==> config.mk <==
export PLATFORM = sky130hd
export DESIGN_NAME = bsp_port
export DESIGN_NICKNAME = d
export VERILOG_FILES = /design/src/rtl/bsp_port.v
export VERILOG_INCLUDE_DIRS = /design/src /design/src/shared
export SDC_FILE = /design/constraint.sdc
export NUM_CORES = 1
export LEC_CHECK = 0
export CORE_ASPECT_RATIO = 0.7
export CORE_MARGIN = 10
export CORE_UTILIZATION = 40
export CTS_CLUSTER_DIAMETER = 50
export CTS_CLUSTER_SIZE = 10
export DETAILED_ROUTE_END_ITERATION = 8
export DONT_BUFFER_PORTS = 1
export HOLD_SLACK_MARGIN = 0.15
export REMOVE_ABC_BUFFERS = 1
export SLEW_MARGIN = 20
export SYNTH_ARGS = -nofsm -noshare
export SYNTH_HDL_FRONTEND = slang
export SYNTH_SLANG_ARGS = --single-unit
==> constraint.sdc <==
create_clock -name clk_sys_i -period 2.75 [get_ports clk_sys_i]
set_clock_uncertainty 0.1 [all_clocks]
set_input_delay 0.55 -clock clk_sys_i [delete_from_list [all_inputs] [get_ports clk_sys_i]]
set_output_delay 0.55 -clock clk_sys_i [all_outputs]
set_load 0.05 [all_outputs]
==> src/shared/bsp_defines.vh <==
// Constants for the bit-serial port engine
`ifndef BSP_DEFINES_VH
`define BSP_DEFINES_VH
`define BSP_BASE_LSB 1
`define BSP_BASE_MSB 11
`define BSP_ADDR_W 11
`define BSP_CNT_W 5
`define BSP_MAX_BITS 5'h10
`define BSP_PHASE_DIV 2'h3
`define BSP_ST_IDLE 2'h0
`define BSP_ST_ADDR 2'h1
`define BSP_ST_XFER 2'h2
`define BSP_ST_DONE 2'h3
`endif

==> src/rtl/bsp_port.v <==
// Bit-serial I/O port engine: address phase, strobe and serial shift
`timescale 1ns/1ps
`include "bsp_defines.vh"

module bsp_port
#(
   parameter [1:0] PHASE_DIV = `BSP_PHASE_DIV // Clocks per phase cycle
)
(
   input wire clk_sys_i, // System clock
   input wire arst_n_i, // Async reset, active low
   input wire start_i, // Pulse: begin a transfer
   input wire dir_out_i, // 1 output, 0 input
   input wire [15:0] base_reg_i, // Port base register
   input wire [4:0] nbits_i, // Bit count 1..16, 0 means 16
   input wire [15:0] wdata_i, // Output bits, lsb first
   input wire serial_bit_in_i, // Serial input line
   output wire busy_o, // Transfer in progress
   output reg done_o, // Pulse: transfer complete
   output reg [15:0] rdata_o, // Input bits, right justified
   output reg port_cycle_o, // Address bus holds a port address
   output reg [13:0] addr_o, // Address lines 0..13 (bit 13 = serial out)
   output reg bit_strobe_o // Bit strobe
);

   localparam [1:0] ST_IDLE = `BSP_ST_IDLE;
   localparam [1:0] ST_ADDR = `BSP_ST_ADDR;
   localparam [1:0] ST_XFER = `BSP_ST_XFER;
   localparam [1:0] ST_DONE = `BSP_ST_DONE;

   reg [1:0] state_ff;
   reg [1:0] nxt_state;
   reg [1:0] ph_ff;
   reg [`BSP_ADDR_W-1:0] bitaddr_ff;
   reg [`BSP_CNT_W-1:0] left_ff;
   reg [`BSP_CNT_W-1:0] total_ff;
   reg [15:0] shw_ff;
   reg [15:0] shr_ff;
   reg dir_ff;
   wire ph3;
   wire strobe_ph;
   wire take_start;
   wire addr_end;
   wire xfer_end;
   wire last_bit;

   // Zero stands for a full word of 16 bits
   function [`BSP_CNT_W-1:0] bsp_count;
      input [`BSP_CNT_W-1:0] n;
   begin
      bsp_count = (n == {`BSP_CNT_W{1'b0}}) ? `BSP_MAX_BITS : n;
   end
   endfunction

   function [`BSP_ADDR_W-1:0] bsp_step;
      input [`BSP_ADDR_W-1:0] a;
   begin
      bsp_step = a + {{(`BSP_ADDR_W-1){1'b0}}, 1'b1};
   end
   endfunction

   // Register bits count from the msb, so bits 4..14 sit at [11:1]; the lsb is dropped
   function [`BSP_ADDR_W-1:0] bsp_base;
      input [15:0] r;
   begin
      bsp_base = r[`BSP_BASE_MSB:`BSP_BASE_LSB];
   end
   endfunction

   // Phase 3 enable: one cycle per divider period stands in for the processor's phase clock
   assign ph3 = (ph_ff == PHASE_DIV - 2'h1);
   assign strobe_ph = (ph_ff == PHASE_DIV - 2'h2);
   assign busy_o = (state_ff != ST_IDLE);
   assign take_start = (state_ff == ST_IDLE) && start_i;
   assign addr_end = (state_ff == ST_ADDR) && ph3;
   assign xfer_end = (state_ff == ST_XFER) && ph3;
   assign last_bit = (left_ff == {{(`BSP_CNT_W-1){1'b0}}, 1'b1});

   always @(posedge clk_sys_i or negedge arst_n_i)
   begin
      if (!arst_n_i)
         ph_ff <= 2'h0;
      else if (ph3)
         ph_ff <= 2'h0;
      else
         ph_ff <= ph_ff + 2'h1;
   end

   always @*
   begin
      nxt_state = state_ff;
      case (state_ff)
         ST_IDLE:
         begin
            if (start_i)
               nxt_state = ST_ADDR;
         end
         ST_ADDR:
         begin
            // Address stands through one phase 3 before any bit moves
            if (ph3)
               nxt_state = ST_XFER;
         end
         ST_XFER:
         begin
            if (ph3 && last_bit)
               nxt_state = ST_DONE;
            else if (ph3)
               nxt_state = ST_ADDR;
         end
         ST_DONE:
         begin
            nxt_state = ST_IDLE;
         end
         default:
         begin
            nxt_state = ST_IDLE;
         end
      endcase
   end

   always @(posedge clk_sys_i or negedge arst_n_i)
   begin
      if (!arst_n_i)
         state_ff <= ST_IDLE;
      else
         state_ff <= nxt_state;
   end

   always @(posedge clk_sys_i or negedge arst_n_i)
   begin
      if (!arst_n_i)
         bitaddr_ff <= {`BSP_ADDR_W{1'b0}};
      else if (take_start)
         bitaddr_ff <= bsp_base(base_reg_i);
      else if (xfer_end)
         bitaddr_ff <= bsp_step(bitaddr_ff);
   end

   always @(posedge clk_sys_i or negedge arst_n_i)
   begin
      if (!arst_n_i)
      begin
         left_ff <= {`BSP_CNT_W{1'b0}};
         total_ff <= {`BSP_CNT_W{1'b0}};
      end
      else if (take_start)
      begin
         left_ff <= bsp_count(nbits_i);
         total_ff <= bsp_count(nbits_i);
      end
      else if (xfer_end)
         left_ff <= left_ff - {{(`BSP_CNT_W-1){1'b0}}, 1'b1};
   end

   always @(posedge clk_sys_i or negedge arst_n_i)
   begin
      if (!arst_n_i)
      begin
         dir_ff <= 1'b0;
         shw_ff <= 16'h0000;
      end
      else if (take_start)
      begin
         dir_ff <= dir_out_i;
         shw_ff <= wdata_i;
      end
      else if (xfer_end)
         shw_ff <= {1'b0, shw_ff[15:1]};
   end

   // New bits enter at the msb, so the first one lands lowest after the justify shift
   always @(posedge clk_sys_i or negedge arst_n_i)
   begin
      if (!arst_n_i)
         shr_ff <= 16'h0000;
      else if (take_start)
         shr_ff <= 16'h0000;
      else if (addr_end && !dir_ff)
         shr_ff <= {serial_bit_in_i, shr_ff[15:1]};
   end

   always @(posedge clk_sys_i or negedge arst_n_i)
   begin
      if (!arst_n_i)
      begin
         done_o <= 1'b0;
         rdata_o <= 16'h0000;
      end
      else
      begin
         done_o <= (state_ff == ST_DONE);
         if (state_ff == ST_DONE)
         begin
            // Right justify: unused upper bits read zero
            rdata_o <= shr_ff >> (`BSP_MAX_BITS - total_ff);
         end
      end
   end

   // Bus drive: address on 2..12, 0 and 1 held low, line 13 carries data only
   always @(posedge clk_sys_i or negedge arst_n_i)
   begin
      if (!arst_n_i)
      begin
         addr_o <= 14'h0000;
         port_cycle_o <= 1'b0;
         bit_strobe_o <= 1'b0;
      end
      else
      begin
         port_cycle_o <= (nxt_state == ST_ADDR) || (nxt_state == ST_XFER);
         addr_o[1:0] <= 2'h0;
         if (take_start)
            addr_o[12:2] <= bsp_base(base_reg_i);
         else if (xfer_end)
            addr_o[12:2] <= bsp_step(bitaddr_ff);
         else
            addr_o[12:2] <= bitaddr_ff;
         // Idles low outside the data slot so a stale bit never rides with the next address
         addr_o[13] <= (nxt_state == ST_XFER) && dir_ff && shw_ff[0];
         // Registered one cycle early so the strobe lands on the phase 3 of the data slot
         bit_strobe_o <= dir_ff && (state_ff == ST_XFER) && strobe_ph;
      end
   end

endmodule // bsp_port

After elaboration in Yosys (flattened, before gate mapping)
Index checks and enable logic that the tools add are counted.
{"block": "totals", "reg_bits": 89, "in_bits": 42, "output_inout_bits": 34, "elab_cells": 57}
{"block": "op_classes", "add_sub_neg": 4, "n_eq_ne": 8, "shifts": 1, "muxes": 15, "n_reduce_logical": 16}
{"op": "two-way mux 16 bit", "n": 4}
{"op": "two-way mux 11 bit", "n": 2}
{"op": "right shift 16 x 5 -> 16 bit", "n": 1}
{"op": "two-way mux 5 bit", "n": 3}
{"op": "adder 11 x 1 -> 11 bit (second input constant)", "n": 1}
{"op": "two-way mux 2 bit", "n": 5}
{"op": "logical AND 1 bit", "n": 9}
{"op": "== test 2 bit (second input constant)", "n": 4}
{"op": "one-hot mux 2 bit (4 select lines)", "n": 1}
{"op": "== test 2 x 1 -> 1 bit (second input constant)", "n": 3}
{"op": "nonzero test 2 bit", "n": 3}
{"op": "== test 5 x 1 -> 1 bit (second input constant)", "n": 1}
{"op": "logical NOT 5 bit", "n": 1}
{"op": "subtractor 5 x 1 -> 5 bit (second input constant)", "n": 1}
{"op": "subtractor 5 bit (first input constant)", "n": 1}
{"op": "adder 2 x 1 -> 2 bit (second input constant)", "n": 1}
{"op": "logical NOT 2 bit", "n": 1}
{"op": "logical NOT 1 bit", "n": 1}
{"op": "logical OR 1 bit", "n": 1}

Depth between registers and ports, before layout
Gate-level depths: netlist of the first run.
{"block": "logic_depth", "word_depth": 7, "mapped_depth": 9}

Worst setup path before layout of the first run
No wires, ideal clock.
{"block": "synth_path", "path_kind": "register to register", "startpoint": "register total_ff[0]", "endpoint": "register rdata_o[1]", "t_arrival_ns": 1.978, "required_ns": 2.517, "slack_ns": 0.539, "stages_incl_launch_ff": 10, "n_path_buf": 3, "period_less_slack_ns": 2.211, "path_cell_list": "dfrtp_1 > buf_6 > inv_1 > ha_1 > buf_4 > inv_2 > buf_4 > mux4_2 > nand4_1 > o211ai_1"}
{"block": "synth_between", "elab_chain_cells": 2}
{"item": "from (decl)", "line": "bsp_port.v:36", "rtl": "reg [`BSP_CNT_W-1:0] total_ff;"}
{"item": "from (signal assigned)", "line": "bsp_port.v:145", "rtl": "total_ff <= {`BSP_CNT_W{1'b0}};"}
{"item": "from (signal assigned)", "line": "bsp_port.v:150", "rtl": "total_ff <= bsp_count(nbits_i);"}
{"item": "subtractor 5 bit (no source line)"}
{"item": "right shift 16 x 5 -> 16 bit", "line": "bsp_port.v:196", "rtl": "rdata_o <= shr_ff >> (`BSP_MAX_BITS - total_ff);"}
{"item": "to (signal assigned)", "line": "bsp_port.v:196"}
{"item": "to (decl)", "line": "bsp_port.v:20", "rtl": "output reg [15:0] rdata_o,"}
Every way passes these cells.
A chain may end at the register's enable or synchronous reset.

Final worst setup path of the first run
{"block": "layout_path", "startpoint": "register total_ff[1]", "endpoint": "register rdata_o[0]"}
Same word-level chain as after synthesis.

==> reports/metrics.csv, run 1 <==
stage;metric;value;unit
synth;synth_top_area_share;46.55;%
worst_setup_path;required;2.85;ns
finish;layout-drive-gt1-share;14.04;%
power_and_ir_drop;power.net_switching;2237;uW
power_and_ir_drop;swShare;43.67;%
routing;wl_per_cell;17.64;um
sta;slew_violations;0;
synth;netlist_area;4193;sq um
sta;finalCritPeriodShare;81.73;%
floorplanning;start_util;40.79;%
clock_network;cts_resized;0;
worst_setup_path;critPathMaxFanout;14;
routing;postRouteAntennaNets;0;
outcome;status;finished clean;
worst_setup_path;endpoint;rdata_o[0];
finish;fin_nets;456;
worst_setup_path;reg2reg_from;total_ff[1];
finish;multi_input_area;2039;sq um
worst_setup_path;cp.arrival;2.35;ns
clock_network;numCtsBuffers;9;
floorplanning;die_y;105.7;um
synth;yosysUniqueCellTypes;59;
clock_network;clk_path_buf_depth;2;
place;placed_cells;528;
synth;yosysTopAreaCell;dfrtp_1;
power_and_ir_drop;vdd_drop_max;0.0004823;V
floorplanning;io_pins;76;
sta;rsz0062_at_grt;no;
finish;antenna_cells;0;
routing;drtIter0Drc;204;
global_routing;grt_usage;12.97;%
finish;area.growth.synth_to_final;9.460;%
global_routing;grt_pass1_wl;15.75;mm
power_and_ir_drop;seqPwrFrac;44.1;%
finish;regArea;1952;sq um
clock_network;clk_transition_reported_paths;0.06;ns
power_and_ir_drop;p_per_area;1116;nW/um^2
sta;worst_pin_slew;0.9535;ns
synth;synthCells;415;
place;place.gp.congestion;0.7580;
worst_setup_path;worstSetupStartpointType;register;
place;portBuffers;0;
sta;slew_headroom;36.44;%
synth;avgSynthCellArea;10.10;sq um
sta;max_freq;444.9;MHz
place;dp_hpwl;6.799;mm
sta;finalSetupViolations;0;
routing;drcViolationCount;0;
clock_network;clock-sinks;78;
synth;synthArstFlopShare;100.0;%
worst_setup_path;cp-end-kind;register;
worst_setup_path;r2r_cells;6;
worst_setup_path;r2r_slack;0.50;ns
worst_setup_path;cp-startpoint;total_ff[1];
sta;layout_min_cycle_time;2.248;ns
floorplanning;die-area;15040;sq um
sta;finalHoldViolations;0;
worst_setup_path;timing.rr.end;rdata_o[0];
finish;finalNonFillerCells;545;
run;cap_violations;0;
floorplanning;fp.dieW;142.4;um
finish;fillers;974;
synth;synth.ff_latch_count;78;
power_and_ir_drop;p_int;2885;uW
worst_setup_path;critPathKind;reg -> reg;
synth;yosysSeqAreaShare;46.55;%
floorplanning;rows;31;
floorplanning;core_area;10280;sq um
global_routing;grt_pass1_vias;2875;
clock_network;h-tree-depth;3;
min_path;hp-class;in -> reg;
synth;dominantRegCellSynth;dfrtp_1;
clock_network;cts_root_buf;clkbuf_16;
routing;first_pass_iters;4;
synth;synthTopCellsByArea;dfrtp_1 (47%), nand2_1 (6.6%), mux2i_1 (5.3%), mux4_2 (4.3%), nor2_1 (3.6%);
global_routing;grt_overflow_total;0;
power_and_ir_drop;clkPwrFrac;22.7;%
clock_network;worstSkewPairLatency;0.33;ns
clock_network;cts_tree;built;
finish;utilization;44.65;%
routing;avgViaCountPerCell;5.580;
routing;vias;3041;
global_routing;antenna_found_initial;0;
global_routing;grt_max_degree;79;
synth;yosysWarnings;0;
power_and_ir_drop;power_frac_comb;33.3;%
routing;wl;9.612;mm
synth;synth_edf_count;0;
power_and_ir_drop;leakage;0.002085;uW
-- stage by stage --
| stage | setup TNS, ns | worst slack, ns | hold WS [ns] | area (sq um) | power, uW |
|---|---|---|---|---|---|
| final | 0 | 0.5023 | 0.2373 | 4589 | 5123 |
| after global routing | 0 | 0.3474 | 0.2309 | 4589 | 5459 |
| after CTS | 0 | 0.5093 | 0.2263 | 4589 | 5168 |
| after detailed placement | 0 | 0.5075 | 0.1564 | 4262 | 3953 |
| after global placement | 0 | 0.5175 | 0.1566 | 4262 | 3902 |
| after floorplan | -19.18 | -0.9843 | 0.1544 | 4024 | 3508 |
-- state kept, by name, summed over array words and instances, names as in the netlist --
| register | flops |
|---|---|
| addr_o | 2 |
| bit_strobe_o | 1 |
| bitaddr_ff | 10 |
| dir_ff | 1 |
| done_o | 1 |
| left_ff | 5 |
| ph_ff | 2 |
| port_cycle_o | 1 |
| rdata_o | 16 |
| shr_ff | 16 |
| shw_ff | 16 |
| state_ff | 2 |
| total_ff | 5 |
-- repair_timing --
| action | CTS | global route |
|---|---|---|
| endpoints found under the hold margin | 78 | 0 |
| hold buffers | 2 | 0 |
| setup buffers | 0 | 0 |
-- per-layer routing --
metal | GRT usage [%] | wire length, um | up-vias
met5 | 0 | 0 | -
met4 | 3.530 | 89 | 0
met3 | 5.964 | 800 | 7
met2 | 18.05 | 4187 | 81
met1 | 17.67 | 4534 | 1486
li1 | - | - | 1467
-- how the worst min path moves through the flow --
stage	startpoint	end	slack (ns)	cells past startpoint
after CTS	base_reg_i[6]	bitaddr_ff[5]	0.23	1
after global placement	arst_n_i	bitaddr_ff[7]	0.16	0
after detailed placement	arst_n_i	bitaddr_ff[9]	0.16	0
after global routing	base_reg_i[6]	bitaddr_ff[5]	0.23	1
final	base_reg_i[6]	bitaddr_ff[5]	0.24	1
after floorplan	arst_n_i	addr_o[12]	0.15	0
-- cell usage in the layout (no fill, tap or decap), types with 2 or more instances in the layout --
master     Yosys  layout
mux2i_1       22      22
a31oi_1       15      15
nand2_1       74      74
mux2_1         3       3
and3_1         2       2
nor3b_1        3       2
xnor2_1        5       5
nor3_1         6       6
a21oi_1        4       4
o211ai_1      10      10
clkbuf_16      0       9
nand3_2        2       2
ha_1           5       5
o21ai_0       11      11
o31ai_2        2       2
dfrtp_1       78      78
clkinv_2       0       2
inv_1          9       9
a221o_1        6       6
nand4_1        9       9
nand3_1        6       6
a22oi_1        4       4
mux2_2        13      13
nand2b_1       4       4
nor4_1         5       5
or3_1          3       3
a21o_1         2       2
mux4_2         8       8
buf_4          8       9
nor2_1        40      40
o21ai_1        8       8
conb_1         1       2
-- worst max-delay path: stages (launching register included) --
cell	delay [ns]
dfrtp_1	0.39
inv_1	0.07
ha_1	0.43
inv_2	0.33
mux2i_1	0.43
mux2_2	0.26
o211ai_1	0.11
-- power by group through the flow --
stage	combinational [uW]	sequential, uW	clock (uW)
2_1_floorplan	1240	2260	0
3_3_place_gp	1640	2260	0
3_5_place_dp	1680	2280	0
4_1_cts	1710	2260	1200
5_1_grt	1900	2310	1250
6_report	1700	2260	1160
-- cell families (layout without fill, tap and decap cells) --
logic type,after synthesis,count (layout),synth area share [%]
multiplexers,46,46,13.85
buffers and inverters,39,36,5.013
other,1,2,0.08944
XOR/XNOR,8,8,2.298
adder cells (fa/ha/maj),5,5,1.492
AO/OA/AOI/OAI,70,70,11.49
AND/OR/NAND/NOR,168,168,19.22
flip-flops,78,78,46.55
-- cell type report --
class	instances	share of cell area, %
multi-input cells	299	44.44
flip-flops and latches	78	42.53
clock buffers	11	5.289
well taps	132	3.599
repair buffers	11	2.290
clock inverters	4	1.036
inverters	10	0.8179
-- cell usage after synthesis (2+ instances only) --
cell,n
a21o_1,2
a21oi_1,4
a221o_1,6
a22oi_1,4
a31oi_1,15
and3_1,2
buf_2,9
buf_4,8
buf_6,3
clkbuf_1,9
dfrtp_1,78
ha_1,5
inv_1,9
mux2_1,3
mux2_2,13
mux2i_1,22
mux4_2,8
nand2_1,74
nand2b_1,4
nand3_1,6
nand3_2,2
nand4_1,9
nor2_1,40
nor3_1,6
nor3b_1,3
nor4_1,5
o211ai_1,10
o21ai_0,11
o21ai_1,8
o31ai_2,2
or3_1,3
xnor2_1,5
Note: power is estimated with default switching activity, not from simulation.
==> run 2, diff against run 1 <==
--- a/config.mk
+++ b/config.mk
@@ -6,6 +6,7 @@
 export SDC_FILE = /design/constraint.sdc
 export NUM_CORES = 1
 export LEC_CHECK = 0
+export ABC_AREA = 1
 export CORE_ASPECT_RATIO = 0.7
 export CORE_MARGIN = 10
 export CORE_UTILIZATION = 40
==> constraint.sdc (replaced) <==
create_clock -name clk_sys_i -period 1.9 [get_ports clk_sys_i]
set_clock_uncertainty 0.1 [all_clocks]
set_input_delay 0.38 -clock clk_sys_i [delete_from_list [all_inputs] [get_ports clk_sys_i]]
set_output_delay 0.38 -clock clk_sys_i [all_outputs]
set_load 0.05 [all_outputs]
==> run 2 against run 1 <==
Compared with the run above:
- the flow now finishes with violations (negative hold slack)
- maximum frequency is 31% higher
- first-iteration DRC count rose by 71%
- register-to-register slack got worse by 0.32 ns
- largest cell class is now registers
- highest routed layer unchanged
==> reports/metrics.csv, run 2 <==
stage;metric;value;unit;change
outcome;status;finished, violations left;;was finished clean
outcome;violations;negative hold slack;;
worst_setup_path;cp-end-kind;register;;unchanged
power_and_ir_drop;swShare;20.37;%;was 43.67%
finish;fin_area;4940;sq um;was 4589 sq um
floorplanning;die_y;105.6;um;was 105.7 um
routing;drcViolationCount;0;;unchanged
synth;dominantRegCellSynth;dfrtp_1;;unchanged
sta;finalCritPeriodShare;90.56;%;was 81.73%
worst_setup_path;worstSetupStartpointType;register;;unchanged
sta;setup_ws;0.1794;ns;was 0.5023 ns
floorplanning;rows;31;;unchanged
clock_network;clock-sinks;78;;unchanged
clock_network;post-cts-setup-buffers;0;;unchanged
synth;yosysMostFrequentCell;nand2_1;;was dfrtp_1
synth;yosys-top-cells-count;nand2_1 (201), nand3_1 (124), dfrtp_1 (78), inv_1 (31), o21ai_0 (30);;was dfrtp_1 (78), nand2_1 (74), nor2_1 (40), mux2i_1 (22), a31oi_1 (15)
synth;synth.ff_latch_count;78;;unchanged
power_and_ir_drop;p_int;2701;uW;was 2885 uW
global_routing;grt_pass1_vias;3511;;was 2875
clock_network;clk_path_buf_depth;2;;unchanged
clock_network;cts_root_buf;clkbuf_16;;unchanged
synth;yosysUniqueCellTypes;30;;was 59
finish;antenna_cells;0;;unchanged
synth;synth_top_area_share;46.66;%;was 46.55%
routing;avgViaCountPerCell;5.168;;was 5.580
floorplanning;core_area;10280;sq um;unchanged
power_and_ir_drop;clkPwrFrac;49.1;%;was 22.7%
finish;final_common_cell;nand2_1;;was dfrtp_1
clock_network;cts_resized;0;;unchanged
floorplanning;start_util;40.69;%;was 40.79%
synth;netlist_area;4183;sq um;was 4193 sq um
routing;wl_per_cell;15.08;um;was 17.64 um
power_and_ir_drop;leakage;0.002391;uW;was 0.002085 uW
floorplanning;fp.dieW;142.2;um;was 142.4 um
power_and_ir_drop;power_frac_comb;2.0;%;was 33.3%
worst_setup_path;cp.arrival;1.85;ns;was 2.35 ns
clock_network;worstSkewPairLatency;0.34;ns;was 0.33 ns
clock_network;numCtsBuffers;9;;unchanged
global_routing;grt_max_degree;79;;unchanged
finish;fin_nets;640;;was 456
sta;slew_headroom;62.61;%;was 36.44%
synth;yosysSeqAreaShare;46.66;%;was 46.55%
synth;yosysWarnings;0;;unchanged
synth;avgSynthCellArea;7.523;sq um;was 10.10 sq um
global_routing;antenna_found_initial;0;;unchanged
power_and_ir_drop;p_per_area;686.8;nW/um^2;was 1116 nW/um^2
power_and_ir_drop;seqPwrFrac;49.0;%;was 44.1%
sta;max_freq;581.2;MHz;was 444.9 MHz
clock_network;cts_tree;built;;unchanged
global_routing;grt_usage;14.51;%;was 12.97%
clock_network;clk_transition_reported_paths;0.06;ns;about the same
worst_setup_path;critPathKind;reg -> reg;;unchanged
routing;vias;3762;;was 3041
finish;area.growth.synth_to_final;18.10;%;was 9.460%
sta;finalSetupViolations;0;;unchanged
run;cap_violations;0;;unchanged
finish;layout_common_cells;nand2_1 (201), nand3_1 (124), dfrtp_1 (78), dlygate4sd3_1 (32), inv_1 (31);;was dfrtp_1 (78), nand2_1 (74), nor2_1 (40), mux2i_1 (22), a31oi_1 (15)
sta;rsz0062_at_grt;no;;unchanged
sta;finalHoldViolations;78;;was 0
routing;wl;10.98;mm;was 9.612 mm
floorplanning;io_pins;76;;unchanged
routing;postRouteAntennaNets;0;;unchanged
synth;synthArstFlopShare;100.0;%;unchanged
sta;holdWs;-0.3707;ns;was 0.2373 ns
place;portBuffers;0;;unchanged
synth;synthTopCellsByArea;dfrtp_1 (47%), nand2_1 (18%), nand3_1 (15%), o21ai_0 (3.6%), inv_1 (2.8%);;was dfrtp_1 (47%), nand2_1 (6.6%), mux2i_1 (5.3%), mux4_2 (4.3%), nor2_1 (3.6%)
worst_setup_path;required;2.03;ns;was 2.85 ns
sta;worst_pin_slew;0.5609;ns;was 0.9535 ns
finish;layout-drive-gt1-share;8.725;%;was 14.04%
global_routing;grt_overflow_total;0;;unchanged
synth;synthCells;556;;was 415
finish;fillers;979;;was 974
min_path;hp-class;in -> async;;was in -> reg
place;place_ws;0.2124;ns;was 0.5075 ns
sta;slew_violations;0;;unchanged
routing;drtIter0Drc;349;;was 204
synth;synth_edf_count;0;;unchanged
routing;first_pass_iters;5;;was 4
global_routing;grt_pass1_wl;17.97;mm;was 15.75 mm
place;dp_hpwl;7.466;mm;was 6.799 mm
clock_network;h-tree-depth;3;;unchanged
synth;yosysTopAreaCell;dfrtp_1;;unchanged
worst_setup_path;critPathMaxFanout;16;;was 14
place;place_area;4342;sq um;was 4262 sq um
clock_network;ctsHoldBuffers;32;;was 2
power_and_ir_drop;power.net_switching;691.2;uW;was 2237 uW
power_and_ir_drop;vdd_drop_max;0.0003612;V;was 0.0004823 V
place;place.gp.congestion;0.8533;;was 0.7580
sta;layout_min_cycle_time;1.721;ns;was 2.248 ns
floorplanning;die-area;15010;sq um;was 15040 sq um
finish;top_regs;rdata_o: 16 flops, shr_ff: 16 flops, shw_ff: 16 flops;;unchanged
-- run 2: cell types whose count changed after synthesis, sizes merged, moves of 14 or more --
cell | before | now
a31oi | 15 | 1
inv | 10 | 37
mux2 | 16 | 0
mux2i | 22 | 0
nand2 | 75 | 205
nand3 | 9 | 125
nor2 | 41 | 20
o21ai | 19 | 33
-- run 2: critical path: stages, from the launching register on --
cell,delay [ns]
dfrtp_1,0.35
inv_1,0.14
ha_1,0.27
inv_1,0.06
buf_4,0.20
nand3_1,0.14
nand3_1,0.12
nand2_1,0.08
nand2_1,0.10
nand2_1,0.05
-- run 2: final timing paths --
kind / slack [ns] / endpoint / depth (start not counted) / startpoint
worst max-delay path: 0.18 / rdata_o[8] / 9 / total_ff[1]
worst min-delay path: -0.37 / shw_ff[12] / 0 / arst_n_i
worst max register to register: 0.18 / rdata_o[8] / 9 / total_ff[1]
worst min register to register: 0.33 / ph_ff[0] / 1 / ph_ff[0]
max in group asynchronous: 1.92 / rdata_o[13] / 0 / arst_n_i
min in group clk_sys_i: 0.19 / bitaddr_ff[7] / 4 / base_reg_i[8]
-- run 2: final cells by class --
class,count,area (sq um),share of cell area (%)
Multi-Input combinational cell,412,1888,38.22
Sequential cell,78,1952,39.51
Clock inverter,5,52.55,1.064
Tap cell,132,165.2,3.343
Timing Repair Buffer,55,518.0,10.49
Clock buffer,9,225.2,4.559
Inverter,37,138.9,2.812
-- run 2: logic make-up after synthesis --
family	count (synthesis)	share of synthesized area (%)
other cells	1	0.08965
simple gates	356	36.70
buf+inv	67	8.286
flops	78	46.66
fa+ha+maj	5	1.496
xor+xnor	2	0.4189
compound gates	47	6.342
-- run 2: routing by layer --
layer,vias up,part of all wire (%),GRT usage (%)
li1,1883,-,-
met1,1750,50,21.45
met2,112,43,19.59
met3,17,6.4,4.709
met4,0,1.4,3.857
met5,-,0,0
-- run 2: stage by stage --
stage | util (%) | TNS, ns | total power (uW) | std cells
floorplan | - | -17.36 | 1703 | 527
global route | 48.06 | 0 | 3484 | 728
CTS | 48.06 | 0 | 3425 | 728
finish | 48.06 | 0 | 3392 | 728
detailed placement | 42.24 | 0 | 1703 | 682
global placement | 42.24 | 0 | 1703 | 682
-- run 2: power groups by stage --
stage / combinational, uW / sequential [uW] / clock, uW
detailed placement: 11.0 / 1690 / 0
finish: 66.8 / 1660 / 1660
floorplan: 10.5 / 1690 / 0
global placement: 11.3 / 1690 / 0
global route: 71.6 / 1660 / 1750
CTS: 66.4 / 1660 / 1700
